### src/bcd_pkg.sv
package bcd_pkg;
	// ----------------------------------------------------------------
	// Instruction word layout
	// ----------------------------------------------------------------
	localparam int INSTR_W = 14;
	localparam int ADDR_W = 7;
	localparam int BIT_W = 3;
	localparam int DATA_W = 8;
	localparam int PC_W = 13;
	localparam int CALL_K_W = 11;
	localparam int ADDR_LSB = 0;
	localparam int BIT_LSB = 7;
	localparam int BIT_OP_LSB = 10;
	localparam int BIT_OP_W = 4;
	localparam int CALL_OP_LSB = 11;
	localparam int CALL_OP_W = 3;
	localparam int CLR_OP_LSB = 7;
	localparam int CLR_OP_W = 7;
	localparam int LATCH_PAGE_LSB = 3;
	localparam int PAGE_W = 2;

	// ----------------------------------------------------------------
	// Opcode patterns
	// ----------------------------------------------------------------
	localparam logic [3:0] OP_BIT_CLEAR = 4'h4;
	localparam logic [3:0] OP_BIT_SET = 4'h5;
	localparam logic [3:0] OP_SKIP_ZERO = 4'h6;
	localparam logic [3:0] OP_SKIP_ONE = 4'h7;
	localparam logic [2:0] OP_CALL = 3'h4;
	localparam logic [6:0] OP_CLEAR_REG = 7'h03;

	// ----------------------------------------------------------------
	// Reset values
	// ----------------------------------------------------------------
	localparam logic [12:0] PC_RESET = 13'h0000;
	localparam logic [7:0] ZERO_BYTE = 8'h00;

	typedef enum logic [2:0] {
		BCD_OP_NONE,
		BCD_OP_CLEAR_BIT,
		BCD_OP_SET_BIT,
		BCD_OP_SKIP_ZERO,
		BCD_OP_SKIP_ONE,
		BCD_OP_CALL,
		BCD_OP_CLEAR_REG
	} bcd_op_type;
endpackage

### src/bcd_dec_if.sv
`timescale 1ns/1ps
interface bcd_dec_if;
	logic [13:0] instr;
	bcd_pkg::bcd_op_type op;
	logic [6:0] reg_addr;
	logic [2:0] bit_index;
	logic [10:0] call_target;

	modport decoder (input instr, output op, reg_addr, bit_index, call_target);
	modport core (output instr, input op, reg_addr, bit_index, call_target);
endinterface

### src/bcd_field_decode.sv
`timescale 1ns/1ps
module bcd_field_decode (
	// Decode channel
	bcd_dec_if.decoder dec
);
	wire [3:0] bit_op;
	wire [2:0] call_op;
	wire [6:0] clr_op;

	assign bit_op = dec.instr[bcd_pkg::BIT_OP_LSB +: bcd_pkg::BIT_OP_W];
	assign call_op = dec.instr[bcd_pkg::CALL_OP_LSB +: bcd_pkg::CALL_OP_W];
	assign clr_op = dec.instr[bcd_pkg::CLR_OP_LSB +: bcd_pkg::CLR_OP_W];
	// Register address and bit index sit in the same place for every bit form. (see RULE6)
	assign dec.reg_addr = dec.instr[bcd_pkg::ADDR_LSB +: bcd_pkg::ADDR_W];
	assign dec.bit_index = dec.instr[bcd_pkg::BIT_LSB +: bcd_pkg::BIT_W];
	assign dec.call_target = dec.instr[bcd_pkg::CALL_K_W-1:0];

	// Pattern 01 11 selects the test-skip-if-one form. (see RULE10)
	assign dec.op = (bit_op == bcd_pkg::OP_BIT_CLEAR) ? bcd_pkg::BCD_OP_CLEAR_BIT :
		(bit_op == bcd_pkg::OP_BIT_SET) ? bcd_pkg::BCD_OP_SET_BIT :
		(bit_op == bcd_pkg::OP_SKIP_ZERO) ? bcd_pkg::BCD_OP_SKIP_ZERO :
		(bit_op == bcd_pkg::OP_SKIP_ONE) ? bcd_pkg::BCD_OP_SKIP_ONE :
		(call_op == bcd_pkg::OP_CALL) ? bcd_pkg::BCD_OP_CALL :
		(clr_op == bcd_pkg::OP_CLEAR_REG) ? bcd_pkg::BCD_OP_CLEAR_REG :
		bcd_pkg::BCD_OP_NONE;
endmodule

### src/bcd_core.sv
`timescale 1ns/1ps
// Summary of operation
// RULE1: Bit clear zeroes chosen bit of addressed register in one cycle, flags untouched.
// RULE2: Bit set forces chosen bit to one in one cycle, flags untouched.
// RULE3: Skip-if-zero suppresses next instruction when the tested bit reads zero.
// RULE4: Skip-if-one suppresses next instruction when the tested bit reads one.
// RULE5: A taken skip discards the fetched word and runs a no-operation instead.
// RULE6: Register address is low seven bits, bit index the three above.
// RULE7: Call pushes the next address onto the stack top, two cycles, no flags.
// RULE8: Call loads eleven-bit target into low PC, latch bits 4:3 into PC 12:11.
// RULE9: Clear-register writes zero to the register and sets the zero flag.
// RULE10: Pattern 01 11 in upper opcode bits selects test-skip-if-one.
// RULE11: Bit set and clear rewrite the whole register from the value read.
module bcd_core (
	// Clock and reset
	input wire logic ref_clk,
	input wire logic rstn,
	// Instruction fetch
	input wire logic [13:0] fetch_word,
	output logic [12:0] pc_out,
	// Register file access
	output logic [6:0] file_addr,
	input wire logic [7:0] file_rdata,
	output logic file_we,
	output logic [7:0] file_wdata,
	input wire logic [7:0] program_counter_upper_latch,
	// Status zero flag
	output logic zero_set,
	// Return stack
	output logic stack_push,
	output logic [12:0] stack_top_entry,
	// Execution state
	output logic exec_nop
);
	// ----------------------------------------------------------------
	// Decode
	// ----------------------------------------------------------------
	bcd_dec_if dec ();
	bcd_field_decode u_decode (
		.dec(dec.decoder)
	);

	logic [12:0] pc_reg;
	logic [12:0] pc_next;
	logic flush_reg;
	logic flush_next;
	logic [12:0] stack_reg;

	wire active;
	wire is_clear_bit;
	wire is_set_bit;
	wire is_skip_zero;
	wire is_skip_one;
	wire is_call;
	wire is_clear_reg;
	wire tested_bit;
	wire skip_taken;
	wire [7:0] bit_mask;
	wire [12:0] pc_plus_one;
	wire [12:0] call_dest;
	wire is_bit_write;
	wire is_skip;
	wire [7:0] set_value;
	wire [7:0] clear_value;

	assign dec.instr = fetch_word;
	// A word that follows a taken skip or a call is dropped and runs as a no-operation.
	assign active = ~flush_reg;
	assign is_clear_bit = active && dec.op == bcd_pkg::BCD_OP_CLEAR_BIT;
	assign is_set_bit = active && dec.op == bcd_pkg::BCD_OP_SET_BIT;
	assign is_skip_zero = active && dec.op == bcd_pkg::BCD_OP_SKIP_ZERO;
	assign is_skip_one = active && dec.op == bcd_pkg::BCD_OP_SKIP_ONE;
	assign is_call = active && dec.op == bcd_pkg::BCD_OP_CALL;
	assign is_clear_reg = active && dec.op == bcd_pkg::BCD_OP_CLEAR_REG;
	assign is_bit_write = is_clear_bit || is_set_bit;
	assign is_skip = is_skip_zero || is_skip_one;

	// ----------------------------------------------------------------
	// Register file path
	// ----------------------------------------------------------------
	assign file_addr = dec.reg_addr; // see RULE6
	assign tested_bit = file_rdata[dec.bit_index];
	assign bit_mask = 8'h01 << dec.bit_index;
	assign file_we = is_bit_write || is_clear_reg;
	// Only the chosen bit changes; the other seven are written back as read. (see RULE11)
	// The register file must answer the read in the same cycle for this to hold.
	assign set_value = file_rdata | bit_mask; // see RULE2
	assign clear_value = file_rdata & ~bit_mask; // see RULE1
	assign file_wdata = is_clear_reg ? bcd_pkg::ZERO_BYTE : // see RULE9
		is_set_bit ? set_value :
		clear_value;
	// Bit operations never touch a flag; only clear-register sets zero. (see RULE9)
	assign zero_set = is_clear_reg;

	// ----------------------------------------------------------------
	// Skip and call sequencing
	// ----------------------------------------------------------------
	assign skip_taken = (is_skip_zero && !tested_bit) || // see RULE3
		(is_skip_one && tested_bit); // see RULE4
	assign pc_plus_one = pc_reg + 13'h0001;
	assign call_dest = {program_counter_upper_latch[bcd_pkg::LATCH_PAGE_LSB +: bcd_pkg::PAGE_W],
		dec.call_target}; // see RULE8
	assign pc_next = is_call ? call_dest : pc_plus_one;
	// Flushing the prefetched word gives the second cycle of a taken skip or call. (see RULE5)
	assign flush_next = skip_taken || is_call;
	assign stack_push = is_call; // see RULE7
	assign pc_out = pc_reg;
	assign stack_top_entry = stack_reg;
	assign exec_nop = flush_reg;

	always_ff @(posedge ref_clk) begin
		if (!rstn) begin
			pc_reg <= bcd_pkg::PC_RESET;
		end else begin
			pc_reg <= pc_next;
		end
	end

	// A flush lasts one word only, because a discarded word can never raise flush_next.
	always_ff @(posedge ref_clk) begin
		if (!rstn) begin
			flush_reg <= 1'b0;
		end else begin
			flush_reg <= flush_next;
		end
	end

	// Return address is the word after the call. (see RULE7)
	always_ff @(posedge ref_clk) begin
		if (!rstn) begin
			stack_reg <= bcd_pkg::PC_RESET;
		end else if (is_call) begin
			stack_reg <= pc_plus_one;
		end
	end

	// ----------------------------------------------------------------
	// Assertions
	// ----------------------------------------------------------------
	a_clear_bit_value: assert property (@(posedge ref_clk) disable iff (!rstn) // see RULE1
		is_clear_bit |-> file_we && !file_wdata[dec.bit_index] && !zero_set)
		else $error("bit clear did not zero the bit");
	a_set_bit_value: assert property (@(posedge ref_clk) disable iff (!rstn) // see RULE2
		is_set_bit |-> file_we && file_wdata[dec.bit_index] && !zero_set)
		else $error("bit set did not set the bit");
	a_skip_zero_flush: assert property (@(posedge ref_clk) disable iff (!rstn) // see RULE3
		(is_skip_zero && !tested_bit) |=> exec_nop && !file_we)
		else $error("skip on zero not taken");
	a_skip_one_flush: assert property (@(posedge ref_clk) disable iff (!rstn) // see RULE4
		(is_skip_one && tested_bit) |=> exec_nop && !stack_push)
		else $error("skip on one not taken");
	a_no_skip_run: assert property (@(posedge ref_clk) disable iff (!rstn) // see RULE5
		((is_skip_zero || is_skip_one) && !skip_taken) |=> !exec_nop)
		else $error("skip taken when bit did not match");
	a_call_push: assert property (@(posedge ref_clk) disable iff (!rstn) // see RULE7
		is_call |=> stack_top_entry == $past(pc_out) + 13'h0001 && exec_nop)
		else $error("call pushed wrong return address");
	a_call_target: assert property (@(posedge ref_clk) disable iff (!rstn) // see RULE8
		is_call |=> pc_out[10:0] == $past(fetch_word[10:0])
		&& pc_out[12:11] == $past(program_counter_upper_latch[4:3]))
		else $error("call loaded wrong target");
	a_clear_reg_zero: assert property (@(posedge ref_clk) disable iff (!rstn) // see RULE9
		is_clear_reg |-> file_we && file_wdata == 8'h00 && zero_set)
		else $error("clear register failed");
	a_rmw_others: assert property (@(posedge ref_clk) disable iff (!rstn) // see RULE11
		(is_set_bit || is_clear_bit) |-> ((file_wdata ^ file_rdata) & ~bit_mask) == 8'h00)
		else $error("other bits disturbed");
	a_index_field: assert property (@(posedge ref_clk) disable iff (!rstn) // see RULE6
		is_set_bit
		|-> file_wdata == (file_rdata | (8'h01 << fetch_word[9:7])))
		else $error("bit index taken from wrong field");
	a_clear_reg_pattern: assert property (@(posedge ref_clk) disable iff (!rstn) // see RULE9
		(!exec_nop && fetch_word[13:7] == 7'h03)
		|-> file_we && zero_set && file_wdata == 8'h00)
		else $error("clear register pattern not executed");

	// ----------------------------------------------------------------
	// Sequencing assertions
	// ----------------------------------------------------------------
	a_discard_quiet: assert property (@(posedge ref_clk) disable iff (!rstn) // see RULE5
		exec_nop
		|-> !file_we && !stack_push && !zero_set)
		else $error("discarded word had an effect");
	// The counter steps on discarded words too, so a taken skip costs one address.
	a_pc_step: assert property (@(posedge ref_clk) disable iff (!rstn) // see RULE5
		!is_call
		|=> pc_out == $past(pc_out) + 13'h0001)
		else $error("program counter did not step");
	a_skip_no_write: assert property (@(posedge ref_clk) disable iff (!rstn) // see RULE3
		is_skip
		|-> !file_we && !zero_set && !stack_push)
		else $error("skip test wrote or pushed");
	// These two watch the raw word, so a decoder slip cannot hide behind the strobes.
	a_zero_pattern: assert property (@(posedge ref_clk) disable iff (!rstn) // see RULE3
		(!exec_nop && fetch_word[13:10] == 4'h6 && !file_rdata[fetch_word[9:7]])
		|=> exec_nop)
		else $error("skip on zero pattern not honoured");
	a_one_pattern: assert property (@(posedge ref_clk) disable iff (!rstn) // see RULE10
		(!exec_nop && fetch_word[13:10] == 4'h7 && file_rdata[fetch_word[9:7]])
		|=> exec_nop)
		else $error("skip on one pattern not honoured");
	a_call_two_cycles: assert property (@(posedge ref_clk) disable iff (!rstn) // see RULE7
		is_call
		|=> exec_nop ##1 !exec_nop)
		else $error("call did not take two cycles");
	a_call_no_write: assert property (@(posedge ref_clk) disable iff (!rstn) // see RULE7
		is_call
		|-> !file_we && !zero_set)
		else $error("call wrote a register or flag");
	a_stack_hold: assert property (@(posedge ref_clk) disable iff (!rstn) // see RULE7
		!is_call
		|=> $stable(stack_top_entry))
		else $error("stack top changed without a call");

	// ----------------------------------------------------------------
	// Coverage
	// ----------------------------------------------------------------
	c_skip_one: cover property (@(posedge ref_clk) disable iff (!rstn) is_skip_one && tested_bit);
	c_skip_taken: cover property (@(posedge ref_clk) disable iff (!rstn) skip_taken);
	c_call_done: cover property (@(posedge ref_clk) disable iff (!rstn) is_call ##1 exec_nop);
	c_clear_reg: cover property (@(posedge ref_clk) disable iff (!rstn) is_clear_reg);
	c_set_then_clear: cover property (@(posedge ref_clk) disable iff (!rstn)
		is_set_bit ##1 is_clear_bit);
endmodule

### config.mk
export PLATFORM = sky130hd
export DESIGN_NAME = bcd_core
export DESIGN_NICKNAME = d
export VERILOG_FILES = /design/src/bcd_pkg.sv /design/src/bcd_dec_if.sv /design/src/bcd_field_decode.sv /design/src/bcd_core.sv
export SDC_FILE = /design/constraint.sdc
export NUM_CORES = 1
export LEC_CHECK = 0
export BUFFER_PORTS_ARGS = -buffer_cell sky130_fd_sc_hd__buf_2
export CAP_MARGIN = 20
export CORE_UTILIZATION = 40
export CTS_BUF_LIST = sky130_fd_sc_hd__clkbuf_4 sky130_fd_sc_hd__clkbuf_8
export DETAILED_ROUTE_END_ITERATION = 8
export PLACE_DENSITY = 0.72
export SYNTH_ARGS = -nofsm -noshare
export SYNTH_HDL_FRONTEND = slang
export SYNTH_SLANG_ARGS = --single-unit
### constraint.sdc
create_clock -name ref_clk -period 4.9 [get_ports ref_clk]
set_input_delay 0.735 -clock ref_clk [delete_from_list [all_inputs] [get_ports ref_clk]]
set_output_delay 0.735 -clock ref_clk [all_outputs]
set_load 0.02 [all_outputs]
# Word-level counts from Yosys, hierarchy flattened
# Index checks and enable logic that the tools add are counted.
[word_totals] regBits=27 latch_bits=0 ram_bits=0 mem_bits_ro=0 in_bits=32 output_inout_bits=45 word_cells=46 memories=0
[classes] addsub=1 mul=0 div=0 n_lt_le_gt_ge=1 n_eq_ne=12 shift=1 n_mux=11 n_bitwise=4 n_reduce_logical=13
[op_table] operator="$mux W3" count=6
[op_table] operator="$eq A4 B3 Y1 const B" count=4
[op_table] operator="$mux W8" count=2
[op_table] operator="$add A13 B1 Y13 const B" count=1
[op_table] operator="$mux W13" count=1
[op_table] operator="$eq A3 B3 Y1 const B" count=4
[op_table] operator="$and A8 B8 Y8" count=1
[op_table] operator="$logic_and A1 B1 Y1" count=8
[op_table] operator="$not A8 Y8" count=1
[op_table] operator="$or A8 B8 Y8" count=1
[op_table] operator="$shl A1 B3 Y8 const A" count=1
[op_table] operator="$eq A7 B2 Y1 const B" count=1
[op_table] operator="$eq A3 B2 Y1 const B" count=2
[op_table] operator="$logic_or A1 B1 Y1" count=4
[op_table] operator="$lt A3 B4 Y1 const B" count=1
[op_table] operator="$bmux W1 S3" count=1
[op_table] operator="$eq A3 B1 Y1 const B" count=1
[op_table] operator="$logic_not A1 Y1" count=1
[op_table] operator="$mux W1" count=1
[op_table] operator="$not A1 Y1" count=1

# Logic depth before layout (Yosys ltp)
# Gate-level depths: netlist of the first run.
[logic_depth] depth_word=12 depth_mapped=7 mapped_depth_nobuf=5

# By module
# From an unflattened synthesis of the first run, not the netlist that was laid out.
[unflattened] hier_cells=199 hier_area_um2=1681.6
[by_module_without_submodules] mod="bcd_core" instances=1 cells_each=169 area_each_um2=1431.4 seq_area_each_um2=540.5
[by_module_without_submodules] mod="bcd_field_decode" instances=1 cells_each=30 area_each_um2=250.2 seq_area_each_um2=0.0

# Worst setup path after synthesis of the first run
# Ideal clock, no wire load.
[synth_path] kind="input to output" startpoint="input port fetch_word[8]" endpoint="output port file_wdata[1]" arrival_time_ns=2.139 required_ns=4.165 setup_slack_ns=2.026 stages=4 n_path_buf=1 path_cell_list="clkbuf_2 -> nand3b_1 -> nor4b_2 -> o32ai_1"
[synth_between] elab_cells_between_ends=17 classes_between="eq/ne: 3; shift: 1; mux: 8; bitwise: 3; reduce/logical: 2"
[synth_rtl] element="start, declared" line_no="bcd_core.sv:19" source="input wire logic [13:0] fetch_word,"
[synth_rtl] element="$eq A7 B2 Y1" line_no="bcd_field_decode.sv:24" source="(clr_op == bcd_pkg::OP_CLEAR_REG) ? bcd_pkg::BCD_OP_CLEAR_REG :"
[synth_rtl] element="$mux W3" line_no="bcd_field_decode.sv:24"
[synth_rtl] element="$mux W3" line_no="bcd_field_decode.sv:23" source="(call_op == bcd_pkg::OP_CALL) ? bcd_pkg::BCD_OP_CALL :"
[synth_rtl] element="$mux W3" line_no="bcd_field_decode.sv:22" source="(bit_op == bcd_pkg::OP_SKIP_ONE) ? bcd_pkg::BCD_OP_SKIP_ONE :"
[synth_rtl] element="$mux W3" line_no="bcd_field_decode.sv:21" source="(bit_op == bcd_pkg::OP_SKIP_ZERO) ? bcd_pkg::BCD_OP_SKIP_ZERO :"
[synth_rtl] element="$mux W3" line_no="bcd_field_decode.sv:20" source="(bit_op == bcd_pkg::OP_BIT_SET) ? bcd_pkg::BCD_OP_SET_BIT :"
[synth_rtl] element="$mux W3" line_no="bcd_field_decode.sv:19" source="assign dec.op = (bit_op == bcd_pkg::OP_BIT_CLEAR) ? bcd_pkg::BCD_OP_CLEAR_BIT :"
[synth_rtl] element="$eq A3 B3 Y1" line_no="bcd_core.sv:74" source="assign is_clear_reg = active && dec.op == bcd_pkg::BCD_OP_CLEAR_REG;"
[synth_rtl] element="$logic_and A1 B1 Y1" line_no="bcd_core.sv:74"
[synth_rtl] element="named net zero_set" line_no="bcd_core.sv:28" source="output logic zero_set,"
[synth_rtl] element="$mux W8" line_no="bcd_core.sv:89" source="assign file_wdata = is_clear_reg ? bcd_pkg::ZERO_BYTE :"
[synth_rtl] element="end, declared" line_no="bcd_core.sv:25" source="output logic [7:0] file_wdata,"
# The timed path passes the listed nets, and every way through them passes these cells.

# Final worst setup path of the first run
[layout_path] startpoint="input port fetch_word[13]" endpoint="output port file_wdata[0]"
[layout_between] elab_chain_cells=11 elab_cells_between_ends=18 classes_between="eq/ne: 8; mux: 8; reduce/logical: 2"
[layout_rtl] element="$eq A7 B2 Y1" line_no="bcd_field_decode.sv:24"
[layout_rtl] element="$mux W3" line_no="bcd_field_decode.sv:24"
[layout_rtl] element="$mux W3" line_no="bcd_field_decode.sv:23"
[layout_rtl] element="$mux W3" line_no="bcd_field_decode.sv:22"
[layout_rtl] element="$mux W3" line_no="bcd_field_decode.sv:21"
[layout_rtl] element="$mux W3" line_no="bcd_field_decode.sv:20"
[layout_rtl] element="$mux W3 (*)" line_no="bcd_field_decode.sv:19"
[layout_rtl] element="$eq A3 B2 Y1" line_no="bcd_core.sv:70" source="assign is_set_bit = active && dec.op == bcd_pkg::BCD_OP_SET_BIT;"
[layout_rtl] element="$logic_and A1 B1 Y1" line_no="bcd_core.sv:70"
[layout_rtl] element="$mux W8" line_no="bcd_core.sv:90" source="is_set_bit ? set_value :"
[layout_rtl] element="$mux W8 (*)" line_no="bcd_core.sv:89"
# Mark *: on every way between the ends. The rest lies on a longest branch, timed or not.

==> impl_metrics.yaml, run 1 <==
outcome:
  status: "finished clean"
yosys:
  syn-num-nets: 206
  yosysSeqAreaShare: 0.3541
  synth_cell_type_count: 44
  synthCells: 173
  ys_warn_count: 0
  postSynthAreaPerCell_um2: 8.823
  netlist_area_um2: 1526
  ys_seq_elements: 27
worst_setup_path:
  path_cells: "buf_2 -> nor3_1 -> nand3_1 -> or4_1 -> a21oi_1 -> buf_2"
  crit_required_ns: 4.16
  path_class: "in2out"
  r2r-start: "pc_out[0]$_SDFF_PN0_"
  crit_path_max_fanout: 8
  start_kind: "primary input"
  setup.worst_path.end: "file_wdata[0]"
  reg2reg_to: "stack_top_entry[12]$_SDFFE_PN0P_"
  reg2regPathDepth: 5
  slowest_delay_ns: 0.46
  worstSetupPathDepth: 6
  cpMostUsedCell: "buf_2"
  r2r_setup_slack_ns: 3.23
  critical_path_arrival_ns: 2.19
  cp_slowest_cell: "or4_1"
  crit_path_end_kind: "output pin"
  cpLargestDelayFamily: "simple AND/OR/NAND/NOR gates"
  startpoint: "fetch_word[13]"
  path_buf_inv: 2
floorplan:
  die_w_um: 63.78
  io_pins: 77
  core_area_um2: 3661
  rows: 22
  start_util: 0.4170
  dieArea_um2: 4067
  die_h_um: 63.78
detailed_routing:
  ant_nets: 0
  finalWirelength_mm: 3.250
  first_pass_iters: 4
  avgRoutedWirePerCell_um: 11.78
  vias: 1424
  drc: 0
  drt_iter0_drc: 48
  vias_per_cell: 5.159
global_route:
  grt_pass1_vias: 1247
  grt_pass1_wl_mm: 5.388
  grt_max_degree: 28
  antenna_found_initial: 0
  grt_overflow: 0
  grt_use_total: 0.1648
place:
  dp_hpwl_mm: 2.402
  gp_congestion: 0.7735
  placed_area_um2: 1804
  portBuffers: 70
  placedCellCount: 272
cts:
  clk_pin_slew_ns: 0.08
  cts_tree: "done"
  holdBufCountCts: 0
  cts-root-buf: "clkbuf_8"
  cts_buffers: 3
  cts_resized: 0
  cts_sinks: 27
  cts.path.max_buffers: 2
  clk_latency_ns: 0.27
  post-cts-setup-buffer-count: 0
  htreeDepth: 1
timing:
  hold_viol: 0
  relSlewSlack: 0.5334
  tightest_slew_ns: 0.6981
  slew_violations: 0
  finalSetupViolCount: 0
  min_period_ns: 2.929
  fmax_mhz: 341.4
  period_share: 0.5978
  skew_ns: 0.002605
  rsz0062_at_grt: "no"
  fin_tns_setup_ns: 0
layout:
  final_cell_count_no_fill: 276
  stdcell_area_um2: 1853
  drive_above_1_share: 0.4079
  antenna_cells: 0
  syn_to_final_growth_pct: 21.39
  nets: 262
power_and_ir_drop:
  p_leak_nw: 0.8032
  peakVddDrop_v: 0.0001117
  p_per_area_nw_per_um2: 262.8
run:
  drv_cap: 0
hold_path:
  hold_path.class: "reg2reg"
-- layer usage --
layer / vias up / routed length (um) / part of all wire / track usage
met2: 46 / 1455 / 0.45 / 0.2646
met3: 5 / 157 / 0.048 / 0.01429
met4: 0 / 65 / 0.020 / 0.07670
met1: 631 / 1571 / 0.48 / 0.2220
met5: - / 0 / 0 / 0
li1: 742 / - / - / -
-- where the power goes --
group / switching (mW) / internal [mW]
logic: 0.0708 / 0.0432
clock network: 0.0652 / 0.0638
registers: 0.0118 / 0.232
total: 0.148 / 0.339
-- worst min-delay path by stage --
stage	start	endpoint	slack, ns	depth (start not counted)
finish	stack_top_entry[1]$_SDFFE_PN0P_	stack_top_entry[1]$_SDFFE_PN0P_	0.46	2
global route	stack_top_entry[1]$_SDFFE_PN0P_	stack_top_entry[1]$_SDFFE_PN0P_	0.49	2
CTS	stack_top_entry[1]$_SDFFE_PN0P_	stack_top_entry[1]$_SDFFE_PN0P_	0.46	2
detailed placement	stack_top_entry[1]$_SDFFE_PN0P_	stack_top_entry[1]$_SDFFE_PN0P_	0.45	2
global placement	stack_top_entry[1]$_SDFFE_PN0P_	stack_top_entry[1]$_SDFFE_PN0P_	0.44	2
floorplan	stack_top_entry[1]$_SDFFE_PN0P_	stack_top_entry[1]$_SDFFE_PN0P_	0.53	2
-- state kept, by name (all words and copies together) (netlist names) --
register	flops
pc_out	13
stack_top_entry	13
exec_nop	1
-- per-stage QoR --
stage            util  worst slack (ns)  hold WS (ns)  power (mW)
3_3_place_gp   0.4928             1.968        0.4446      0.3625
4_1_cts        0.5062             1.959        0.4620      0.4926
6_report       0.5062             1.971        0.4588      0.4870
2_1_floorplan       -             2.026        0.5327      0.3302
5_1_grt        0.5062             1.834        0.4944      0.5142
3_5_place_dp   0.4928             1.971        0.4488      0.3641
-- final cells by class --
| type | count | area (um2) |
|---|---|---|
| Tap cell | 48 | 60.06 |
| Timing Repair Buffer | 70 | 350.3 |
| Sequential cell | 27 | 540.5 |
| Multi-Input combinational cell | 123 | 833.3 |
| Fill cell | 382 | 1808 |
| Inverter | 4 | 20.02 |
| Clock buffer | 4 | 48.80 |
-- worst register-to-register path, delay by kind of cell (launching register included) --
| kind | cells | cell delay, ns |
|---|---|---|
| flops | 1 | 0.47 |
| compound gates | 1 | 0.18 |
| fa+ha+maj | 1 | 0.22 |
| simple gates | 3 | 0.73 |
-- cell usage in the layout, fill, tap and decap left out, drive strengths merged --
cell,instances
a21oi,11
nor4b,1
or4,2
nand2,14
o22ai,2
nand3b,2
clkinv,1
nor3,1
nand4,4
o32ai,3
xor2,7
and3,1
nand2b,3
ha,1
nor4,2
a211oi,12
a31oi,4
mux4,2
clkbuf,4
or4b,1
nor2,15
nand3,6
o31ai,1
o21a,2
buf,70
xnor2,2
and4,2
mux2i,2
o21ai,18
o41ai,1
inv,3
dfxtp,27
or3,1
-- cell families (layout without fill, tap and decap cells) --
logic type	count (synthesis)	count (layout)	synth area share
AOI/OAI and AO/OA	54	54	0.2525
xor gates and xnor gates	9	9	0.05164
adders and majority gates	1	1	0.008195
buffers and inverters	23	78	0.09999
DFF	27	27	0.3541
muxes	4	4	0.04262
and+or+nand+nor	55	55	0.1910
-- Yosys cell counts (all sizes together) --
library cell / instances / area (um2)
o22ai: 2 / 12.51
nor4: 2 / 12.51
o41ai: 1 / 8.760
o21ai: 18 / 93.84
mux2i: 2 / 20.02
nand2: 14 / 52.55
o32ai: 3 / 26.28
a31oi: 4 / 31.28
inv: 3 / 11.26
nand4: 4 / 25.02
o21a: 2 / 15.01
nand2b: 3 / 18.77
or3: 1 / 6.260
clkinv: 1 / 8.760
nor4b: 1 / 15.01
or4b: 1 / 10.01
ha: 1 / 12.51
xnor2: 2 / 17.52
buf: 12 / 105.1
nor2: 15 / 56.30
and3: 1 / 6.260
xor2: 7 / 61.31
a211oi: 12 / 120.1
or4: 2 / 18.77
a21oi: 11 / 70.06
nand3: 6 / 30.03
dfxtp: 27 / 540.5
clkbuf: 7 / 27.52
mux4: 2 / 45.04
nor3: 1 / 5.000
and4: 2 / 20.02
nand3b: 2 / 15.01
o31ai: 1 / 7.510
(Power assumes the default switching activity.)
==> run 2, diff against run 1 <==
==> constraint.sdc (replaced) <==
create_clock -name ref_clk -period 2.8 [get_ports ref_clk]
set_input_delay 0.42 -clock ref_clk [delete_from_list [all_inputs] [get_ports ref_clk]]
set_output_delay 0.42 -clock ref_clk [all_outputs]
set_load 0.02 [all_outputs]
==> run 2 against run 1 <==
Final cell count rose by 1.1%. Critical path depth fell by 1. Count of clock-buffer cells in the layout fell by 1. Power rose by 74%. Worst hold slack got worse by 0.078 ns. Flip-flop and latch count did not move. Global-route usage rose by 0.90 points. Worst setup slack got worse by 1.4 ns. Largest cell class unchanged. Highest routed layer unchanged.
==> impl_metrics.yaml, run 2 (synthesized netlist as in run 1, its figures left out) <==
cts:
  holdBufCountCts: 0
  cts.path.max_buffers: 2
  cts_buffers: 3
  clk_pin_slew_ns: 0.09
  cts_sinks: 27
  cts-root-buf: "clkbuf_8"
  cts_resized: 0
  post-cts-setup-buffer-count: 0
  cts_tree: "done"
  clk_latency_ns: 0.27
  htreeDepth: 1
global_route:
  grt_use_total: 0.1737
  grt_pass1_wl_mm: 5.664
  antenna_found_initial: 0
  grt_max_degree: 28
  grt_pass1_vias: 1299
  grt_overflow: 0
detailed_routing:
  drc: 0
  drt_iter0_drc: 37
  ant_nets: 0
  vias: 1463
  avgRoutedWirePerCell_um: 12.49
  finalWirelength_mm: 3.486
  first_pass_iters: 4
  vias_per_cell: 5.244
timing:
  rsz0062_at_grt: "no"
  min_period_ns: 2.241
  fin_tns_setup_ns: 0
  skew_ns: 0.005135
  hold_ws_ns: 0.3805
  period_share: 0.8005
  fmax_mhz: 446.2
  finalSetupViolCount: 0
  tightest_slew_ns: 0.5629
  slew_violations: 0
  relSlewSlack: 0.6243
  hold_viol: 0
floorplan:
  start_util: 0.4170
  rows: 22
  die_w_um: 63.78
  core_area_um2: 3661
  io_pins: 77
  dieArea_um2: 4067
  die_h_um: 63.78
worst_setup_path:
  crit_path_end_kind: "output pin"
  cpLargestDelayFamily: "simple AND/OR/NAND/NOR gates"
  path_cells: "nor3_1 -> nand3_1 -> or4_1 -> a21oi_1 -> buf_2"
  crit_required_ns: 2.38
  start_kind: "register"
  path_buf_inv: 1
  path_class: "reg2out"
  slowest_delay_ns: 0.41
  cp_slowest_cell: "or4_1"
  critical_path_arrival_ns: 1.82
  crit_path_max_fanout: 4
  r2r_setup_slack_ns: 1.12
layout:
  seq_area_um2: 540.5
  stdcell_area_um2: 1873
  mostFrequentLayoutCells: "70 x buf_2, 27 x dfxtp_1, 15 x nor2_1"
  n_fill_cell: 365
  antenna_cells: 0
  layout_commonest_cell: "buf_2"
  drive_above_1_share: 0.4156
  syn_to_final_growth_pct: 22.71
  nets: 265
  final_cell_count_no_fill: 279
  multi_input_comb_area_um2: 833.3
place:
  dp_hpwl_mm: 2.549
  portBuffers: 70
  gp_congestion: 0.7783
  placedCellCount: 275
  placed_area_um2: 1827
hold_path:
  hold_path.class: "in2reg"
run:
  drv_cap: 0
outcome:
  status: "finished clean"
power_and_ir_drop:
  peakVddDrop_v: 0.0001800
  p_per_area_nw_per_um2: 452.8
  p_total_mw: 0.8482
  p_leak_nw: 0.8165
==> run 2: changes by cell type in the layout (fill, tap and decap cells not counted) <==
cell,previous run,this run
buf_4,0,3
clkbuf_4,1,0
clkinv_2,0,1
==> run 2: path summary, 6_finish.rpt <==
check | startpoint | to | cells after the start
max | exec_nop$_SDFF_PN0_ | file_wdata[0] | 5
min | fetch_word[11] | exec_nop$_SDFF_PN0_ | 2
max reg2reg | pc_out[0]$_SDFF_PN0_ | stack_top_entry[12]$_SDFFE_PN0P_ | 5
min reg2reg | stack_top_entry[1]$_SDFFE_PN0P_ | stack_top_entry[1]$_SDFFE_PN0P_ | 2
==> run 2: cell type report <==
| type | instances | area share |
|---|---|---|
| Clock buffer | 3 | 0.02204 |
| Tap cell | 48 | 0.03206 |
| Multi-Input combinational cell | 123 | 0.4449 |
| Inverter | 4 | 0.01069 |
| Clock inverter | 1 | 0.002672 |
| Sequential cell | 27 | 0.2886 |
| Timing Repair Buffer | 73 | 0.1991 |
==> run 2: report_power, final <==
| part | internal [mW] | switching (mW) | total, mW |
|---|---|---|---|
| Clock | 0.0995 | 0.118 | 0.217 |
| Combinational | 0.0770 | 0.125 | 0.202 |
| Sequential | 0.407 | 0.0220 | 0.429 |
==> run 2: through the flow <==
step,util,worst slack [ns]
floorplan,-,0.5556
global placement,0.4990,0.7078
detailed placement,0.4990,0.6938
CTS,0.5116,0.5822
global route,0.5116,0.4604
finish,0.5116,0.5587
==> run 2: routing by layer <==
metal / global-route usage / vias up / part of all wire
met1: 0.2130 / 667 / 0.46
met4: 0.05966 / 0 / 0.0083
met2: 0.3125 / 51 / 0.48
met5: 0 / - / 0
met3: 0.01786 / 2 / 0.049
li1: - / 743 / -
==> run 3, diff against run 2 <==
==> constraint.sdc (replaced) <==
create_clock -name ref_clk -period 2.15 [get_ports ref_clk]
set_input_delay 0.3225 -clock ref_clk [delete_from_list [all_inputs] [get_ports ref_clk]]
set_output_delay 0.3225 -clock ref_clk [all_outputs]
set_load 0.02 [all_outputs]
==> run 3 against run 2 <==
Sequential power up 30%. Wire length down 2.8%. Global-route usage up 0.26 points. Sequential share of layout area down 0.19 points. Largest power group unchanged. Highest routed layer unchanged.
==> impl_metrics.yaml, run 3 (synthesized netlist as in run 1, its figures left out) <==
worst_setup_path:
  cpLargestDelayFamily: "simple AND/OR/NAND/NOR gates"
  r2r_setup_slack_ns: 0.46
  crit_path_end_kind: "output pin"
  path_buf_inv: 1
  path_class: "reg2out"
  critical_path_arrival_ns: 1.69
  path_cells: "nor3_2 -> nand3_1 -> or4_1 -> a21oi_1 -> buf_2"
  cp_slowest_cell: "or4_1"
  start_kind: "register"
  slowest_delay_ns: 0.41
  crit_path_max_fanout: 4
  crit_required_ns: 1.83
floorplan:
  core_area_um2: 3661
  start_util: 0.4170
  dieArea_um2: 4067
  rows: 22
  die_h_um: 63.78
  die_w_um: 63.78
  io_pins: 77
power_and_ir_drop:
  p_int_mw: 0.7609
  peakVddDrop_v: 0.0002435
  p_per_area_nw_per_um2: 586.5
  p_clk_frac: 0.256
  p_leak_nw: 0.8235
  p_switching_mw: 0.3449
  p_total_mw: 1.106
  switching_share: 0.3119
  p_seq_frac: 0.504
  pwr-share-comb: 0.240
detailed_routing:
  vias_per_cell: 5.186
  avgRoutedWirePerCell_um: 12.10
  drt_iter0_drc: 63
  drc: 0
  vias: 1452
  ant_nets: 0
  finalWirelength_mm: 3.389
  first_pass_iters: 4
timing:
  hold_ws_ns: 0.2940
  finalSetupViolCount: 0
  fmax_mhz: 497.2
  fin_ws_ns: 0.1389
  hold_viol: 0
  tightest_slew_ns: 0.5408
  min_period_ns: 2.011
  period_share: 0.9354
  fin_tns_setup_ns: 0
  skew_ns: 0.001851
  rsz0062_at_grt: "no"
  slew_violations: 0
  relSlewSlack: 0.6390
global_route:
  grt_use_total: 0.1763
  grt_pass1_wl_mm: 5.796
  grt_overflow: 0
  antenna_found_initial: 0
  grt_pass1_vias: 1324
  grt_max_degree: 27
layout:
  drive_above_1_share: 0.4224
  syn_to_final_growth_pct: 23.52
  final_cell_count_no_fill: 280
  utilization: 0.5150
  stdcell_area_um2: 1886
  mostFrequentLayoutCells: "70 x buf_2, 27 x dfxtp_1, 15 x nor2_1"
  layout_commonest_cell: "buf_2"
  nets: 266
  antenna_cells: 0
cts:
  cts_tree: "done"
  cts.path.max_buffers: 2
  htreeDepth: 1
  clk_latency_ns: 0.27
  cts_buffers: 3
  cts-root-buf: "clkbuf_8"
  clk_pin_slew_ns: 0.09
  cts_sinks: 27
outcome:
  status: "finished clean"
place:
  dp_slack_ns: 0.2415
  placed_area_um2: 1834
  portBuffers: 70
  gp_congestion: 0.7834
  dp_hpwl_mm: 2.496
  placedCellCount: 276
run:
  drv_cap: 0
hold_path:
  hold_path.class: "in2reg"
run 3: cell count changes in the layout (fill, tap and decap cells not counted):
cell / change
nor3_2: +1
buf_4: +1
nor3_1: -1
run 3: power groups by stage:
| stage | Combinational (mW) | Clock (mW) | Sequential, mW |
|---|---|---|---|
| floorplan | 0.151 | 0 | 0.601 |
| global route | 0.290 | 0.320 | 0.562 |
| CTS | 0.266 | 0.298 | 0.557 |
| global placement | 0.262 | 0 | 0.568 |
| finish | 0.265 | 0.284 | 0.557 |
| detailed placement | 0.264 | 0 | 0.569 |
run 3: timing repair:
| item | CTS | global route |
|---|---|---|
| gates resized for setup | 0 | 1 |
| buffers inserted | 0 | 0 |
| setup endpoints to repair | 0 | 4 |
| hold buffers | 0 | 0 |
run 3: area by class of cell:
cell class	instances	area (um2)
Multi-Input combinational cell	123	838.3
Fill cell	369	1775
Sequential cell	27	540.5
Tap cell	48	60.06
Timing Repair Buffer	74	380.4
Inverter	4	20.02
Clock inverter	1	5.005
Clock buffer	3	41.29
run 3: path summary, 6_finish.rpt:
check | start | to | depth (start not counted)
worst max-delay path | exec_nop$_SDFF_PN0_ | file_wdata[0] | 5
worst min-delay path | fetch_word[11] | exec_nop$_SDFF_PN0_ | 2
worst max register to register | pc_out[0]$_SDFF_PN0_ | stack_top_entry[12]$_SDFFE_PN0P_ | 5
worst min register to register | stack_top_entry[1]$_SDFFE_PN0P_ | stack_top_entry[1]$_SDFFE_PN0P_ | 2
run 3: layer usage:
| layer | track usage | share of wire | up-vias |
|---|---|---|---|
| met1 | 0.2150 | 0.46 | 656 |
| met3 | 0.01607 | 0.053 | 4 |
| met5 | 0 | 0 | - |
| li1 | - | - | 747 |
| met4 | 0.07670 | 0.016 | 0 |
| met2 | 0.3125 | 0.47 | 45 |
